### config.mk
export PLATFORM = sky130hd
export DESIGN_NAME = prcg_top
export DESIGN_NICKNAME = d
export VERILOG_FILES = /design/src/prcg_pkg.sv /design/src/prcg_reg_word.sv /design/src/prcg_top.sv
export SDC_FILE = /design/constraint.sdc
export NUM_CORES = 1
export LEC_CHECK = 0
export BUFFER_PORTS_ARGS = -buffer_cell sky130_fd_sc_hd__buf_2
export CAP_MARGIN = 20
export CORE_AREA = 2 2 78 80
export DETAILED_ROUTE_END_ITERATION = 16
export DIE_AREA = 0 0 80 82
export PLACE_DENSITY = 0.77
export SYNTH_ARGS = -nofsm -noshare
export SYNTH_HDL_FRONTEND = slang
export SYNTH_SLANG_ARGS = --single-unit
### constraint.sdc
create_clock -name sys_clk_in -period 2.18 [get_ports sys_clk_in]
set_input_delay 0.327 -clock sys_clk_in [delete_from_list [all_inputs] [get_ports sys_clk_in]]
set_output_delay 0.327 -clock sys_clk_in [all_outputs]
set_load 0.1 [all_outputs]
### src/prcg_pkg.sv
// Constants, field positions and carrier types for the peripheral reset and clock gate block
package prcg_pkg;

    // Bus geometry
    localparam int ADDR_W  = 8;
    localparam int DATA_W  = 32;
    localparam int LANES   = 4;
    localparam int LANE_W  = 8;

    typedef logic [DATA_W-1:0] prcg_word_type;
    typedef logic [LANES-1:0]  prcg_be_type;
    typedef logic [ADDR_W-1:0] prcg_addr_type;

    // Register byte offsets
    localparam prcg_addr_type FAST_BUS_PERIPHERAL_RESET_OFFSET          = 8'h24;
    localparam prcg_addr_type SYSTEM_BUS_PERIPHERAL_CLOCK_ENABLE_OFFSET = 8'h30;
    localparam int            WORD_ALIGN_BITS                           = 2;

    // Reset values and implemented-bit masks
    localparam prcg_word_type RESET_REG_RESET_VALUE = 32'h0000_0000;
    localparam prcg_word_type RESET_REG_MASK        = 32'h0007_5933;
    localparam prcg_word_type CLOCK_REG_RESET_VALUE = 32'h0010_0000;
    localparam prcg_word_type CLOCK_REG_MASK        = 32'h7E74_11FF;
    localparam prcg_word_type ZERO_WORD             = 32'h0000_0000;

    // Peripheral reset register fields
    localparam int RST_TIMER_1_BIT       = 0;
    localparam int RST_TIMER_8_BIT       = 1;
    localparam int RST_SERIAL_1_BIT      = 4;
    localparam int RST_SERIAL_6_BIT      = 5;
    localparam int RST_CONVERTER_BIT     = 8;
    localparam int RST_CARD_BIT          = 11;
    localparam int RST_SPI_PORT_1_BIT    = 12;
    localparam int RST_SYS_CONFIG_BIT    = 14;
    localparam int RST_TIMER_9_BIT       = 16;
    localparam int RST_TIMER_10_BIT      = 17;
    localparam int RST_TIMER_11_BIT      = 18;

    // Number of converter instances sharing one reset bit
    localparam int NUM_CONVERTERS        = 3;

    // Clock enable register fields
    localparam int CLK_IO_PORT_LSB       = 0;
    localparam int NUM_IO_PORTS          = 9;
    localparam int CLK_CHECKSUM_BIT      = 12;
    localparam int CLK_BACKUP_SRAM_BIT   = 18;
    localparam int CLK_DATA_RAM_BIT      = 20;
    localparam int CLK_FIRST_DMA_BIT     = 21;
    localparam int CLK_SECOND_DMA_BIT    = 22;
    localparam int CLK_ETH_CORE_BIT      = 25;
    localparam int CLK_ETH_TX_BIT        = 26;
    localparam int CLK_ETH_RX_BIT        = 27;
    localparam int CLK_ETH_PTP_BIT       = 28;
    localparam int CLK_OTG_BIT           = 29;
    localparam int CLK_OTG_PHY_BIT       = 30;

    // Register access request
    typedef struct packed {
        prcg_addr_type addr;
        logic          write;
        logic          read;
        prcg_be_type   byte_en;
        prcg_word_type wdata;
    } prcg_bus_req_type;

    // Reset lines, high holds the peripheral in reset
    typedef struct packed {
        logic timer_1;
        logic timer_8;
        logic serial_1;
        logic serial_6;
        logic card_interface;
        logic spi_port_1;
        logic sys_config;
        logic timer_9;
        logic timer_10;
        logic timer_11;
    } prcg_reset_lines_type;

    // Clock gate enables, high lets the clock run
    typedef struct packed {
        logic [NUM_IO_PORTS-1:0] io_port;
        logic checksum_unit_clock_gate;
        logic backup_sram_clock_gate;
        logic data_ram_clock_gate;
        logic first_dma_clock_gate;
        logic second_dma_clock_gate;
        logic ethernet_core_clock_gate;
        logic ethernet_transmit_clock_gate;
        logic ethernet_receive_clock_gate;
        logic ethernet_timestamp_clock_gate;
        logic high_speed_otg_clock_gate;
        logic otg_phy_interface_clock_gate;
    } prcg_clock_gates_type;

    // Expand byte enables to a bit mask
    function automatic prcg_word_type prcg_lane_mask(input prcg_be_type be);
        prcg_word_type m;
        m = ZERO_WORD;
        for (int i = 0; i < LANES; i++) begin
            m[i*LANE_W +: LANE_W] = {LANE_W{be[i]}};
        end
        return m;
    endfunction

endpackage

### src/prcg_reg_word.sv
// One 32-bit software register with byte-lane writes and an implemented-bit mask
`timescale 1ns/1ps
`default_nettype none
module prcg_reg_word
    import prcg_pkg::*;
#(
    parameter prcg_word_type RESET_VALUE = 32'h0000_0000,
    parameter prcg_word_type WRITABLE    = 32'h0000_0000
) (
    // Clock and reset
    input  wire logic          sys_clk_in,
    input  wire logic          srst_in,
    // Write port
    input  wire logic          wr_en_in,
    input  wire prcg_be_type   byte_en_in,
    input  wire prcg_word_type wdata_in,
    // Stored value
    output var  prcg_word_type q_out
);

    prcg_word_type next_q;
    prcg_word_type write_mask;

    always_comb begin
        // Reserved positions never take a write, so they stay zero
        write_mask = prcg_lane_mask(byte_en_in) & WRITABLE;
        next_q     = q_out;
        if (wr_en_in) begin
            next_q = (q_out & ~write_mask) | (wdata_in & write_mask);
        end
    end

    always_ff @(posedge sys_clk_in) begin
        if (srst_in) begin
            q_out <= RESET_VALUE & WRITABLE;
        end else begin
            q_out <= next_q;
        end
    end

endmodule // prcg_reg_word
`default_nettype wire

### src/prcg_top.sv
// Peripheral reset register and system bus clock enable register with their output lines
//
// Function
// - 32-bit reset register, zero at reset; set bits hold peripherals in reset.
// - Word, half-word and byte reads and writes, all without wait cycles.
// - Software sets and clears each reset bit; writing zero releases.
// - Converter reset bit drives the reset of every converter instance together.
// - 32-bit clock enable register, reset leaves only data RAM clock on.
// - Bit 20 gates the clock-management data RAM clock.
// - Bit 18 gates the battery-backed SRAM interface clock.
// - Ethernet gates: 25 core, 26 transmit, 27 receive, 28 timestamp.
// - Bit 29 gates high-speed OTG, bit 30 its PHY interface clock.
`timescale 1ns/1ps
`default_nettype none
module prcg_top
    import prcg_pkg::*;
(
    // Clock and reset
    input  wire logic                      sys_clk_in,
    input  wire logic                      srst_in,
    // Register access
    input  wire prcg_bus_req_type          bus_req_in,
    output logic                           bus_ready_out,
    output var  prcg_word_type             bus_rdata_out,
    output var  logic                      bus_rvalid_out,
    output var  logic                      bus_error_out,
    // Peripheral reset lines
    output logic                           converter_interface_reset,
    output logic [NUM_CONVERTERS-1:0]      converter_reset_out,
    output prcg_reset_lines_type           periph_reset_out,
    // Peripheral clock gates
    output prcg_clock_gates_type           clock_gate_out,
    // Status
    output logic                           any_reset_active_out
);

    // Word address match, low bits are carried by the byte enables
    function automatic logic reg_hit(input prcg_addr_type addr, input prcg_addr_type offset);
        return addr[ADDR_W-1:WORD_ALIGN_BITS] == offset[ADDR_W-1:WORD_ALIGN_BITS];
    endfunction

    logic          hit_reset;
    logic          hit_clock;
    logic          wr_reset;
    logic          wr_clock;
    prcg_word_type fast_bus_peripheral_reset;
    prcg_word_type system_bus_peripheral_clock_enable;
    prcg_word_type next_rdata;
    logic          next_rvalid;
    logic          next_error;

    // Decode
    always_comb begin
        hit_reset = reg_hit(bus_req_in.addr, FAST_BUS_PERIPHERAL_RESET_OFFSET);
        hit_clock = reg_hit(bus_req_in.addr, SYSTEM_BUS_PERIPHERAL_CLOCK_ENABLE_OFFSET);
        wr_reset  = bus_req_in.write & hit_reset;
        wr_clock  = bus_req_in.write & hit_clock;
    end

    // Every access is taken in the cycle it is presented
    assign bus_ready_out = 1'b1;

    prcg_reg_word #(
        .RESET_VALUE (RESET_REG_RESET_VALUE),
        .WRITABLE    (RESET_REG_MASK)
    ) u_reset_reg (
        .sys_clk_in (sys_clk_in),
        .srst_in    (srst_in),
        .wr_en_in   (wr_reset),
        .byte_en_in (bus_req_in.byte_en),
        .wdata_in   (bus_req_in.wdata),
        .q_out      (fast_bus_peripheral_reset)
    );

    prcg_reg_word #(
        .RESET_VALUE (CLOCK_REG_RESET_VALUE),
        .WRITABLE    (CLOCK_REG_MASK)
    ) u_clock_reg (
        .sys_clk_in (sys_clk_in),
        .srst_in    (srst_in),
        .wr_en_in   (wr_clock),
        .byte_en_in (bus_req_in.byte_en),
        .wdata_in   (bus_req_in.wdata),
        .q_out      (system_bus_peripheral_clock_enable)
    );

    // Read data and error, one cycle after the request
    always_comb begin
        next_rdata  = ZERO_WORD;
        next_rvalid = bus_req_in.read;
        next_error  = (bus_req_in.read | bus_req_in.write) & ~(hit_reset | hit_clock);
        if (bus_req_in.read && hit_reset) begin
            next_rdata = fast_bus_peripheral_reset & RESET_REG_MASK;
        end else if (bus_req_in.read && hit_clock) begin
            next_rdata = system_bus_peripheral_clock_enable & CLOCK_REG_MASK;
        end
    end

    always_ff @(posedge sys_clk_in) begin
        if (srst_in) begin
            bus_rdata_out  <= ZERO_WORD;
            bus_rvalid_out <= 1'b0;
            bus_error_out  <= 1'b0;
        end else begin
            bus_rdata_out  <= next_rdata;
            bus_rvalid_out <= next_rvalid;
            bus_error_out  <= next_error;
        end
    end

    // Reset lines follow the stored bits directly, so release needs a zero write
    always_comb begin
        periph_reset_out.timer_1        = fast_bus_peripheral_reset[RST_TIMER_1_BIT];
        periph_reset_out.timer_8        = fast_bus_peripheral_reset[RST_TIMER_8_BIT];
        periph_reset_out.serial_1       = fast_bus_peripheral_reset[RST_SERIAL_1_BIT];
        periph_reset_out.serial_6       = fast_bus_peripheral_reset[RST_SERIAL_6_BIT];
        periph_reset_out.card_interface = fast_bus_peripheral_reset[RST_CARD_BIT];
        periph_reset_out.spi_port_1     = fast_bus_peripheral_reset[RST_SPI_PORT_1_BIT];
        periph_reset_out.sys_config     = fast_bus_peripheral_reset[RST_SYS_CONFIG_BIT];
        periph_reset_out.timer_9        = fast_bus_peripheral_reset[RST_TIMER_9_BIT];
        periph_reset_out.timer_10       = fast_bus_peripheral_reset[RST_TIMER_10_BIT];
        periph_reset_out.timer_11       = fast_bus_peripheral_reset[RST_TIMER_11_BIT];
        converter_interface_reset       = fast_bus_peripheral_reset[RST_CONVERTER_BIT];
        any_reset_active_out            = |(fast_bus_peripheral_reset & RESET_REG_MASK);
    end

    // One stored bit fans out to all converters, they cannot be reset one by one
    genvar gc;
    generate
        for (gc = 0; gc < NUM_CONVERTERS; gc++) begin : g_conv_reset
            assign converter_reset_out[gc] = converter_interface_reset;
        end
    endgenerate

    // Level enables for the clock gating cells outside, one process owns the whole struct
    always_comb begin
        clock_gate_out.io_port =
            system_bus_peripheral_clock_enable[CLK_IO_PORT_LSB +: NUM_IO_PORTS];
        clock_gate_out.checksum_unit_clock_gate =
            system_bus_peripheral_clock_enable[CLK_CHECKSUM_BIT];
        clock_gate_out.backup_sram_clock_gate =
            system_bus_peripheral_clock_enable[CLK_BACKUP_SRAM_BIT];
        clock_gate_out.data_ram_clock_gate =
            system_bus_peripheral_clock_enable[CLK_DATA_RAM_BIT];
        clock_gate_out.first_dma_clock_gate =
            system_bus_peripheral_clock_enable[CLK_FIRST_DMA_BIT];
        clock_gate_out.second_dma_clock_gate =
            system_bus_peripheral_clock_enable[CLK_SECOND_DMA_BIT];
        clock_gate_out.ethernet_core_clock_gate =
            system_bus_peripheral_clock_enable[CLK_ETH_CORE_BIT];
        clock_gate_out.ethernet_transmit_clock_gate =
            system_bus_peripheral_clock_enable[CLK_ETH_TX_BIT];
        clock_gate_out.ethernet_receive_clock_gate =
            system_bus_peripheral_clock_enable[CLK_ETH_RX_BIT];
        clock_gate_out.ethernet_timestamp_clock_gate =
            system_bus_peripheral_clock_enable[CLK_ETH_PTP_BIT];
        clock_gate_out.high_speed_otg_clock_gate =
            system_bus_peripheral_clock_enable[CLK_OTG_BIT];
        clock_gate_out.otg_phy_interface_clock_gate =
            system_bus_peripheral_clock_enable[CLK_OTG_PHY_BIT];
    end

endmodule // prcg_top
`default_nettype wire

==> reports/metrics.json <==
{
  "sequential_element_share_of_the_synthesized_area": {"value": 48.5, "unit": "%"},
  "yosys.area.top_type": {"value": "dfxtp_1"},
  "rsz0062_at_grt": {"value": "no"},
  "routed_vias_inst": {"value": 4.62},
  "fp.coreArea": {"value": 5750, "unit": "sq um"},
  "first_iter_violations": {"value": 86},
  "cp.depth": {"value": 3},
  "cts_sinks": {"value": 57},
  "post-cts-setup-buffer-count": {"value": 0},
  "clk_transition_reported_paths": {"value": 0.07, "unit": "ns"},
  "fp-row-count": {"value": 28},
  "finalHoldViolations": {"value": 0},
  "cts_made_buffers": {"value": 9},
  "worst-setup-path-type": {"value": "reg -> out"},
  "post_synth_most_frequent_cells": {"value": "dfxtp_1, nand2b_1, mux2i_1"},
  "die_width": {"value": 80, "unit": "microns"},
  "cap_violations": {"value": 0},
  "critPathArrivalTime": {"value": 1.62, "unit": "ns"},
  "ys.flop_type": {"value": "dfxtp_1"},
  "dieArea": {"value": 6560, "unit": "sq um"},
  "final_net_count": {"value": 377},
  "globalRoute.totalOverflow": {"value": 0},
  "timing.final.crit_share": {"value": 89.5, "unit": "%"},
  "route.detailed.drc": {"value": 0},
  "fmaxAchievable": {"value": 513, "unit": "MHz"},
  "ys_warn_count": {"value": 0},
  "synthArstFlopShare": {"value": 0, "unit": "%"},
  "initial_antenna_violation_count": {"value": 0},
  "io_buf_count": {"value": 98},
  "route.antenna.remaining_nets": {"value": 0},
  "critical_path.top_delay_family": {"value": "simple AND/OR/NAND/NOR gates"},
  "grt_first_pass_wirelength": {"value": 8290, "unit": "microns"},
  "io-pin-count": {"value": 118},
  "power_density": {"value": 740, "unit": "nW/um^2"},
  "crit_path_max_fanout": {"value": 4},
  "cell_with_the_most_instances_after_synthesis": {"value": "dfxtp_1"},
  "postRouteWirelength": {"value": 5380, "unit": "microns"},
  "fin_skew": {"value": 0.00673, "unit": "ns"},
  "drive_above_1_share": {"value": 38.0, "unit": "%"},
  "place_hpwl": {"value": 3960, "unit": "microns"},
  "p_total": {"value": 0.00229, "unit": "W"},
  "slew_violations": {"value": 0},
  "critPathBufInv": {"value": 1},
  "worstSetupEndpoint": {"value": "any_reset_active_out"},
  "vias": {"value": 1888},
  "clock_tree_from_tritoncts": {"value": "built"},
  "crit_required": {"value": 1.85, "unit": "ns"},
  "total_routing_usage_gr": {"value": 17.0, "unit": "%"},
  "antenna_cells_inserted": {"value": 0},
  "yosysTopAreaCellShare": {"value": 48.5, "unit": "%"},
  "gp_congestion": {"value": 0.761},
  "synth_cell_type_count": {"value": 27},
  "post_cts_resized": {"value": 0},
  "clk_root_buffer_cell": {"value": "clkbuf_8"},
  "reg2regPathDepth": {"value": 2},
  "p_leak": {"value": 1.47, "unit": "nW"},
  "first_global_vias": {"value": 1760},
  "pin_count_of_the_biggest_net_entering_global_routing": {"value": 57},
  "synthesis.area_per_instance": {"value": 10.1, "unit": "sq um"},
  "reg2reg_setup_slack": {"value": 1.44, "unit": "ns"},
  "kind_of_start_point_of_the_critical_path": {"value": "register"},
  "synth.area.top_cells": {"value": "dfxtp_1, nand2b_1, mux2i_1"},
  "fin_tns_setup": {"value": 0, "unit": "ns"},
  "final_period_minus_worst_setup_slack": {"value": 1.95, "unit": "ns"},
  "drt-wirelength-per-cell": {"value": 13.2, "unit": "microns"},
  "ys_ff_latch": {"value": 57},
  "vdd_ir_drop_max": {"value": 0.317, "unit": "mV"},
  "synth_edf_count": {"value": 0},
  "worst_pin_slew": {"value": 0.516, "unit": "ns"},
  "crit_slowest_cell": {"value": "nor4_1"},
  "area_growth": {"value": 31.5, "unit": "%"},
  "run_status": {"value": "completed"},
  "layout.filler_cells": {"value": 578},
  "cts_buffer_depth": {"value": 2},
  "netlist_instances": {"value": 232},
  "cp-end-kind": {"value": "output pin"},
  "cts_htree_levels": {"value": 3},
  "drtPass1Iterations": {"value": 4},
  "initial_core_util": {"value": 41.0, "unit": "%"},
  "timing.critical_path.cells": {"value": "nor4_1 -> nand3_2 -> buf_2"},
  "synth.cell_area": {"value": 2350, "unit": "sq um"},
  "worstHoldPathType": {"value": "in -> reg"},
  "total_setup_violations_reported_at_the_end_of_the_flow": {"value": 0},
  "slew_headroom": {"value": 65.3, "unit": "%"},
  "cts_hold_buffers": {"value": 0},
  "die-height": {"value": 82, "unit": "microns"},
  "rr_endpoint": {"value": "bus_rdata_out[8]"},
  "critical-path-max-stage-delay": {"value": 0.51, "unit": "ns"},
  "clk_latency": {"value": 0.33, "unit": "ns"}
}
-- per-layer routing --
layer / GRT usage [%] / wire length [microns]
met4: 9.66 / 134
met2: 28.2 / 2590
met1: 20.3 / 2330
met3: 3.85 / 320
met5: 0 / 0
-- worst min-delay path by stage --
stage	endpoint	slack, ns	start	depth (start not counted)
2_1_floorplan	register	0.48	bus_req_in[6]	2
3_3_place_gp	bus_rdata_out[6]	0.46	register	1
3_5_place_dp	bus_rdata_out[2]	0.47	register	1
4_1_cts	register	0.23	bus_req_in[3]	3
5_1_grt	register	0.25	bus_req_in[2]	3
6_report	register	0.24	bus_req_in[3]	3
-- stage by stage --
| step | instance area, sq um | setup slack (ns) | hold WS (ns) | util (%) | instances |
|---|---|---|---|---|---|
| 6_report | 3090 | 0.230 | 0.244 | 53.9 | 409 |
| 5_1_grt | 3090 | 0.171 | 0.246 | 53.9 | 409 |
| 4_1_cts | 3090 | 0.238 | 0.232 | 53.9 | 409 |
| 3_5_place_dp | 2880 | 0.163 | 0.470 | 50.1 | 393 |
| 3_3_place_gp | 2880 | 0.223 | 0.463 | 50.1 | 393 |
| 2_1_floorplan | 2380 | 0.212 | 0.482 | - | 239 |
-- where the power goes --
part           leakage, nW  internal (W)  switching, W  total [W]
Clock                0.106      0.000595      0.000436    0.00103
Sequential           0.460       0.00104    0.00000178    0.00105
Combinational        0.902     0.0000571      0.000154   0.000211
-- final cells by class --
cell class                 count  area (sq um)  area share, %
clock buffer                  11           151           4.89
clock inverter                 5          63.8           2.06
inverter                       1          3.75          0.121
multi-input combinational    156          1090           35.3
sequential                    57          1140           36.9
tap                           75          93.8           3.03
timing repair buffer         104           548           17.7
-- logic make-up (layout without fill, tap and decap cells) --
group	Yosys count	count (layout)	synth area share (%)
AO/OA/AOI/OAI	8	8	1.97
other	2	9	0.319
flip-flops	57	57	48.5
buffers and inverters	26	121	6.43
AND/OR/NAND/NOR	108	108	29.6
multiplexers	31	31	13.2
-- worst min-delay path, stage by stage --
cell and delay [ns]:
buf_2 0.09, nand2b_1 0.05, mux2i_1 0.06
-- cells in the final DEF, fill, tap and decap left out, types with 2 or more instances in the layout --
master | Yosys | routed
nand4_1 | 2 | 2
conb_1 | 2 | 9
nand3_1 | 13 | 12
nor4_1 | 2 | 2
and3_1 | 4 | 4
nor3_4 | 3 | 3
nor2_1 | 3 | 3
clkinv_4 | 0 | 3
nor2b_1 | 2 | 2
dfxtp_1 | 57 | 57
nor3_1 | 2 | 2
mux2i_1 | 31 | 31
a21oi_1 | 6 | 6
buf_4 | 12 | 5
buf_2 | 0 | 98
clkbuf_8 | 0 | 11
nand2b_1 | 55 | 55
nand2_1 | 3 | 3
and2_1 | 14 | 14
Power figures use the tool's default switching activity.
